### config.mk
export PLATFORM = sky130hd
export DESIGN_NAME = plcp_port
export DESIGN_NICKNAME = d
export VERILOG_FILES = /design/src/rtl/plcp_pkg.sv /design/src/rtl/plcp_port.sv /design/src/rtl/plcp_sync.sv
export VERILOG_INCLUDE_DIRS = /design/src /design/src/rtl
export SDC_FILE = /design/constraint.sdc
export NUM_CORES = 1
export LEC_CHECK = 0
export BUFFER_PORTS_ARGS = -buffer_cell sky130_fd_sc_hd__buf_2
export CAP_MARGIN = 10
export CORE_AREA = 2 2 39 41
export DETAILED_ROUTE_END_ITERATION = 16
export DIE_AREA = 0 0 41 43
export GPL_ROUTABILITY_DRIVEN = 0
export HOLD_SLACK_MARGIN = 0.15
export PLACE_DENSITY = 0.68
export SLEW_MARGIN = 5
export SYNTH_ARGS = -nofsm -noshare
export SYNTH_HDL_FRONTEND = slang
export SYNTH_SLANG_ARGS = --single-unit
### constraint.sdc
create_clock -name sys_clk_in -period 1.2 [get_ports sys_clk_in]
set_input_delay 0.06 -clock sys_clk_in [delete_from_list [all_inputs] [get_ports sys_clk_in]]
set_output_delay 0.06 -clock sys_clk_in [all_outputs]
set_load 0.01 [all_outputs]
### src/rtl/plcp_regs.svh
// Constants for the launch control port block.
// Assumes inclusion by bare name from rtl/ and one 100 MHz clock.
//
// How it works
// - Status outputs are driven only while the I/O reference supply is present.
// - A run starts only when trigger enable is on and the port is active.
// - Port is active while reference supply is present and presence input is low.
// - Trigger enable is held in a register until explicitly rewritten.
// - Writing one enables port launches, writing zero disables them.
// - Port state outputs show port active and trigger enabled.
// - With no run in progress the idle output is held low.
// - On accepted launch, pass and fail go high first, then idle goes high.
// - At run end, pass and fail show the result first, then idle returns low.
// - Pass output is low only after the latest run succeeded.
// - Fail output is low only after the latest run failed.
// - Launch falling edge at idle is captured in hardware and never lost; edges during a run are dropped.
`ifndef PLCP_REGS_SVH
`define PLCP_REGS_SVH
`define PLCP_CLK_MHZ 100
`define PLCP_POLL_WAIT_MS 100
`define PLCP_POLL_WAIT_CYC (`PLCP_POLL_WAIT_MS * 1000 * `PLCP_CLK_MHZ)
`define PLCP_SYNC_RST 2'h3
`define PLCP_SENSE_BIT 1
`define PLCP_LAUNCH_BIT 0
`define PLCP_ENABLE_RST 1'h0
`define PLCP_ENABLE_ON 1'h1
`define PLCP_PIN_HIGH 1'h1
`define PLCP_PIN_LOW 1'h0
`endif

### src/rtl/plcp_pkg.sv
// Types shared by the launch control port block.
// Assumes nothing of its surroundings.
package plcp_pkg;
   typedef enum logic [1:0] {
      PLCP_IDLE = 2'b00,
      PLCP_CLEAR = 2'b01,
      PLCP_BUSY = 2'b10,
      PLCP_REPORT = 2'b11
   } plcp_state_e;
endpackage : plcp_pkg

### src/rtl/plcp_port.sv
// Launch control port: launch strobe, presence sense and three status pins.
// Assumes synchronous reset, one 100 MHz clock, and a programming engine
// that answers run_start_out with a one-cycle run_done_in and its result.
`timescale 1ns/10ps
`include "plcp_regs.svh"
module plcp_port (
   input wire logic sys_clk_in,
   input wire logic rst_n_in,
   input wire logic io_reference_supply_in,
   input wire logic sense_n_in,
   input wire logic launch_n_in,
   input wire logic enable_wr_in,
   input wire logic enable_val_in,
   input wire logic run_done_in,
   input wire logic run_pass_in,
   output logic run_start_out,
   output logic port_active_out,
   output logic trigger_enabled_out,
   output logic pass_n_out,
   output logic pass_oe_out,
   output logic fail_n_out,
   output logic fail_oe_out,
   output logic idle_n_out,
   output logic idle_oe_out
);
   // ==========================================================
   // Input synchronisation
   logic [1:0] pins_sync;
   logic sense_n_s;
   logic launch_n_s;

   // Launch and presence levels enter the clock domain here.
   plcp_sync #(.WIDTH(2)) u_sync (
      .sys_clk_in(sys_clk_in),
      .rst_n_in(rst_n_in),
      .async_in({sense_n_in, launch_n_in}),
      .reset_val_in(`PLCP_SYNC_RST),
      .sync_out(pins_sync)
   );
   assign sense_n_s = pins_sync[`PLCP_SENSE_BIT];
   assign launch_n_s = pins_sync[`PLCP_LAUNCH_BIT];

   // ==========================================================
   // Edge capture and stored enable
   logic launch_prev_reg;
   logic launch_prev_next;
   logic enable_reg;
   logic enable_next;
   logic pending_reg;
   logic pending_next;
   logic fall_edge;
   logic active;
   plcp_pkg::plcp_state_e state_reg;
   plcp_pkg::plcp_state_e state_next;

   assign active = io_reference_supply_in && (sense_n_s == `PLCP_PIN_LOW);
   assign fall_edge = launch_prev_reg && !launch_n_s;

   // Enable persists until rewritten; a falling edge at idle is latched.
   always_comb begin
      launch_prev_next = launch_n_s;
      enable_next = enable_reg;
      if (enable_wr_in) begin
         enable_next = enable_val_in;
      end
      pending_next = pending_reg;
      if (state_reg != plcp_pkg::PLCP_IDLE) begin
         pending_next = 1'b0;
      end else if (fall_edge && active && (enable_reg == `PLCP_ENABLE_ON)) begin
         pending_next = 1'b1;
      end
   end

   always_ff @(posedge sys_clk_in) begin
      if (!rst_n_in) begin
         launch_prev_reg <= `PLCP_PIN_HIGH;
         enable_reg <= `PLCP_ENABLE_RST;
         pending_reg <= 1'b0;
      end else begin
         launch_prev_reg <= launch_prev_next;
         enable_reg <= enable_next;
         pending_reg <= pending_next;
      end
   end

   // ==========================================================
   // Run sequencing and status pins
   logic pass_reg;
   logic pass_next;
   logic fail_reg;
   logic fail_next;
   logic idle_reg;
   logic idle_next;
   logic start_reg;
   logic start_next;

   // Pass/fail settle one cycle before idle changes in each direction.
   always_comb begin
      state_next = state_reg;
      pass_next = pass_reg;
      fail_next = fail_reg;
      idle_next = idle_reg;
      start_next = 1'b0;
      case (state_reg)
         plcp_pkg::PLCP_IDLE: begin
            idle_next = `PLCP_PIN_LOW;
            if (pending_reg) begin
               pass_next = `PLCP_PIN_HIGH;
               fail_next = `PLCP_PIN_HIGH;
               state_next = plcp_pkg::PLCP_CLEAR;
            end
         end
         plcp_pkg::PLCP_CLEAR: begin
            idle_next = `PLCP_PIN_HIGH;
            start_next = 1'b1;
            state_next = plcp_pkg::PLCP_BUSY;
         end
         plcp_pkg::PLCP_BUSY: begin
            if (run_done_in) begin
               pass_next = run_pass_in ? `PLCP_PIN_LOW : `PLCP_PIN_HIGH;
               fail_next = run_pass_in ? `PLCP_PIN_HIGH : `PLCP_PIN_LOW;
               state_next = plcp_pkg::PLCP_REPORT;
            end
         end
         plcp_pkg::PLCP_REPORT: begin
            idle_next = `PLCP_PIN_LOW;
            state_next = plcp_pkg::PLCP_IDLE;
         end
         default: begin
            state_next = plcp_pkg::PLCP_IDLE;
         end
      endcase
   end

   always_ff @(posedge sys_clk_in) begin
      if (!rst_n_in) begin
         state_reg <= plcp_pkg::PLCP_IDLE;
         pass_reg <= `PLCP_PIN_HIGH;
         fail_reg <= `PLCP_PIN_HIGH;
         idle_reg <= `PLCP_PIN_LOW;
         start_reg <= 1'b0;
      end else begin
         state_reg <= state_next;
         pass_reg <= pass_next;
         fail_reg <= fail_next;
         idle_reg <= idle_next;
         start_reg <= start_next;
      end
   end

   // Status pins drive only while the reference supply is present.
   assign pass_n_out = pass_reg;
   assign fail_n_out = fail_reg;
   assign idle_n_out = idle_reg;
   assign pass_oe_out = io_reference_supply_in;
   assign fail_oe_out = io_reference_supply_in;
   assign idle_oe_out = io_reference_supply_in;
   assign run_start_out = start_reg;
   assign port_active_out = active;
   assign trigger_enabled_out = enable_reg;
endmodule : plcp_port

### src/rtl/plcp_sync.sv
// Two-flop synchroniser for a group of input levels.
// Assumes inputs may change at any time relative to sys_clk_in.
`timescale 1ns/10ps
`include "plcp_regs.svh"
module plcp_sync #(
   parameter int WIDTH = 2
) (
   input wire logic sys_clk_in,
   input wire logic rst_n_in,
   input wire logic [WIDTH-1:0] async_in,
   input wire logic [WIDTH-1:0] reset_val_in,
   output logic [WIDTH-1:0] sync_out
);
   logic [WIDTH-1:0] meta_reg;
   logic [WIDTH-1:0] meta_next;
   logic [WIDTH-1:0] sync_reg;
   logic [WIDTH-1:0] sync_next;

   // Refuse a width that leaves nothing to synchronise.
   if (WIDTH < 1) begin : g_width_check
      $error("plcp_sync needs WIDTH of at least one");
   end

   // First flop feeds only the second one.
   always_comb begin
      meta_next = async_in;
      sync_next = meta_reg;
   end

   // Reset loads the idle pin level of each input.
   always_ff @(posedge sys_clk_in) begin
      if (!rst_n_in) begin
         meta_reg <= reset_val_in;
         sync_reg <= reset_val_in;
      end else begin
         meta_reg <= meta_next;
         sync_reg <= sync_next;
      end
   end

   assign sync_out = sync_reg;
endmodule : plcp_sync

Word level (Yosys, flattened, before mapping) --
Index checks and enable logic that the tools add are counted.
Operators by class: equality and inequality tests 5, mux-type cells 12, bitwise operators 2, reductions and logical operators 13
Operators by type and width (count):
- $pmux 2 s4 | 1
- $mux 1 | 6
- $pmux 1 s2 | 3
- $reduce_bool 2->1 | 3
- $eq 2x2->1 const B | 2
- $logic_and 1x1->1 | 4
- $mux 2 | 2
- $ne 2x2->1 const B | 2
- $reduce_or 2->1 | 2
- $reduce_and 3->1 | 1
- $eq 2x1->1 const B | 1
- $logic_not 2->1 | 1
- $not 1->1 | 2
- $reduce_and 2->1 | 1
- $logic_not 1->1 | 1
Word-level totals: bits in registers 13, output and inout port bits 9, word-level logic and storage cells 42

Longest topological paths before layout --
depth after elaboration 4, mapped depth 5

Cells and area by module --
A second synthesis with hierarchy kept.
Second synthesis, totals: cell total of the unflattened synthesis 52, area, all modules 541.8 µm²
Modules (own cells, without submodules):
- plcp_port | instances 1, cells each 44, area each 416.6 µm², seq. area each 180.2 µm²
- plcp_sync | instances 1, cells each 8, area each 125.1 µm², seq. area each 80.1 µm²

Worst setup path before layout --
OpenSTA, ideal clock, no wires.
kind register to register, start point reg state_reg[0], end point reg state_reg[1], library setup time 0.070 ns, arrival 1.197 ns, data required time 1.130 ns, setup slack -0.067 ns, cell stages (with the launch flop) 6, buffers on the path 0, clock period less this slack 1.267 ns, cells stage by stage dfxtp_1 -> inv_1 -> ha_1 -> nor2b_4 -> or3b_1 -> a21oi_1
On the way: longest elaborated chain between the ends 3, elaborated cells between the ends (all ways) 8, classes of those cells 5 x eq/ne; 1 x mux; 2 x reduce/logical
Ends and longest elaborated chain:
- start, declared | line plcp_port.sv:53 | plcp_pkg::plcp_state_e state_reg;
- start signal, assigned | line plcp_port.sv:137 | state_reg <= plcp_pkg::PLCP_IDLE;
- start signal, assigned | line plcp_port.sv:143 | state_reg <= state_next;
- $eq 2x2->1 or $logic_not 2->1 (tied branches) | line plcp_port.sv:104 | case (state_reg)
- $ne 2x2->1 (no line)
- $reduce_and 2->1 (no line)
Parallel ways exist; a longest one is shown, timed or not. A chain may end at the register's enable or synchronous reset.

Final worst setup path --
start point reg state_reg[1], end point reg state_reg[1]
The elaborated chain is that of the path after synthesis.

==> flow_summary.yaml <==
sta:
  post-route-period-util: 1.05
  final-hold-violation-count: 0
  worst_pin_slew_ps: 265
  max_slew_margin: 0.822
  setup_ws_ps: -55.6
  slew_violations: 0
  rsz0062_at_grt: "yes"
  min_period_ps: 1260
  fmax_mhz: 796
  setup_viol: 3
  worst_clock_skew_ps: 3.06
  whs_ps: 184
setup_path:
  required_ps: 1400
  worstPathMaxFanout: 5
  crit_chain: "inv_4 > ha_4 > nor2b_4 > or3b_1 > a21oi_1"
  r2r_cells: 5
  cp-end-kind: "register"
  rrSetupSlack_ps: -60
  worstSetupStartpointType: "register"
  criticalPathCategory: "reg -> reg"
  slowest_stage: "dfxtp_4"
  critical_path.max_stage_delay_ps: 380
  crit_arrival_ps: 1460
die:
  ioPinCount: 18
  dieWidth_microns: 41
  die_h_microns: 43
  core_area_sq_mm: 0.00138
  die_area_sq_mm: 0.00176
  rows: 14
  start_util: 0.378
global_route:
  grt_pass1_wl_microns: 1520
  grt.overflow.total: 0
  grt_util_all_layers: 0.128
  grt_max_degree: 8
  grt_pass1_vias: 378
  antenna_found_initial: 0
route:
  routedWlPerCell_microns: 9.99
  first_iter_violations: 3
  drt_wl_total_microns: 969
  via_per_inst: 4.39
  drtAntennaViolNets: 0
  vias: 426
  drtPass1Iterations: 4
  route.detailed.drc: 0
finish:
  post-route-util: 0.569
  fillerInstances: 120
  area_delta_synth_final_pct: 50.5
  nets: 94
  stdcell_area_sq_um: 787
  diodes: 0
  layout-drive-gt1-share: 0.395
yosys:
  synth.yosys.warnings: 0
  synthCells: 52
  seq_area_frac_synth: 0.498
  ys_ff_latch: 13
  synth.area.top_cells: "dfxtp_1 50%, ha_1 7.2%, nand2b_1 6.0%, buf_4 4.3%, mux2i_1 3.8%"
  yosysTopAreaCell: "dfxtp_1"
  netlist.area_leader.share: 0.498
  syn_nets: 64
  ys_types: 20
  syn_avg_cell_area_sq_um: 10.1
  syn-cell-area_sq_um: 523
power_and_ir_drop:
  pwr_density_cell_mw_per_mm2: 1340
  power_mw: 1.06
  ir_drop_mv: 0.712
  p_leak_nw: 0.348
flow_run:
  max_cap_viol_count: 0
clock_tree:
  clk_latency_ps: 270
  cts_max_level: 1
  cts_tree: "done"
  numCtsBuffers: 3
  cts-root-buf: "clkbuf_4"
  clk_pin_slew_ps: 80
  clkSinkCount: 13
  clock_path_buffers: 2
worst_hold_path:
  min_path_type: "in -> reg"
  hold_depth: 3
placed_design:
  place_ws_ps: -62.7
  port_buffers: 17
  place_area_sq_um: 626
run_status:
  status: "finished with violations"
  violations: "negative setup slack"
## metal layers
metal  vias up  global-route usage  share of wire  routed length [microns]
li1        228                   -              -                        -
met5         -                   0              0                        0
met1       184               0.158           0.45                      433
met2        14               0.200           0.50                      484
met3         0              0.0314          0.053                       51
met4         0              0.0600              0                        0
## cell usage after synthesis (all sizes together)
| master | number |
|---|---|
| nand3b | 1 |
| nor3 | 1 |
| nand2 | 3 |
| nor2 | 4 |
| nor2b | 3 |
| a21oi | 1 |
| o32a | 2 |
| ha | 3 |
| mux2i | 2 |
| buf | 3 |
| o21ai | 2 |
| a41oi | 1 |
| clkbuf | 1 |
| inv | 4 |
| dfxtp | 13 |
| nor3b | 1 |
| nand2b | 5 |
| or3b | 1 |
| and2 | 1 |
## worst max-delay path: cells and delay by family, from the launching register on
family / cells / cell delay (ps)
buffers and inverters: 1 / 40
flip-flops: 1 / 380
AO/OA/AOI/OAI: 1 / 120
adder cells (fa/ha/maj): 1 / 150
AND/OR/NAND/NOR: 2 / 490
## power by group
| part | internal (mW) | total, mW | switching [mW] |
|---|---|---|---|
| sequential | 0.471 | 0.497 | 0.0257 |
| clock | 0.129 | 0.262 | 0.133 |
| combinational | 0.163 | 0.299 | 0.137 |
## layout make-up
| cell class | count | area, sq um | share of cell area |
|---|---|---|---|
| Clock buffer | 4 | 26.3 | 0.0334 |
| Inverter | 4 | 20.0 | 0.0254 |
| Multi-Input combinational cell | 31 | 258 | 0.328 |
| Sequential cell | 13 | 265 | 0.337 |
| Tap cell | 16 | 20.0 | 0.0254 |
| Timing Repair Buffer | 29 | 198 | 0.251 |
## through the flow
step                std cells  TNS [ps]
floorplan                  52     -3.65
global placement           83      -109
detailed placement         83      -154
CTS                        96     -78.5
global route               97      -304
finish                     97      -151
## kinds of logic (layout without fill, tap and decap cells)
logic type / after synthesis / in the layout / synth area share
AO/OA/AOI/OAI: 6 / 6 / 0.0837
adder cells (fa/ha/maj): 3 / 3 / 0.0718
buffers and inverters: 8 / 37 / 0.0813
flip-flops: 13 / 13 / 0.498
multiplexers: 2 / 2 / 0.0383
AND/OR/NAND/NOR: 20 / 20 / 0.227
## what timing repair did
action	CTS	global route
hold endpoints to repair	10	0
resized for setup	6	2
setup endpoints to repair	4	4
hold buffers	9	0
pin swaps	1	3
buffers inserted	0	1
## cells in the final DEF (no fill, tap or decap), types with 2 or more instances in the layout
| cell | n |
|---|---|
| ha_4 | 2 |
| dlygate4sd3_1 | 9 |
| clkbuf_4 | 3 |
| nor2_1 | 4 |
| inv_4 | 2 |
| nor2b_4 | 2 |
| o32a_1 | 2 |
| mux2i_1 | 2 |
| inv_1 | 2 |
| nand2_1 | 3 |
| nand2b_1 | 5 |
| o21ai_0 | 2 |
| buf_4 | 3 |
| dfxtp_1 | 11 |
| buf_2 | 17 |
## path summary, 6_finish.rpt
check / to / from
setup / recovery: state_reg[1]$_SDFFE_PN0P_ / state_reg[1]$_SDFFE_PN0P_
hold / removal: pass_n_out$_SDFFE_PN1P_ / rst_n_in
setup reg to reg: state_reg[1]$_SDFFE_PN0P_ / state_reg[1]$_SDFFE_PN0P_
hold reg to reg: u_sync.sync_out[1]$_SDFF_PN1_ / u_sync.meta_reg[1]$_SDFF_PN1_
(Power assumes the default switching activity.)
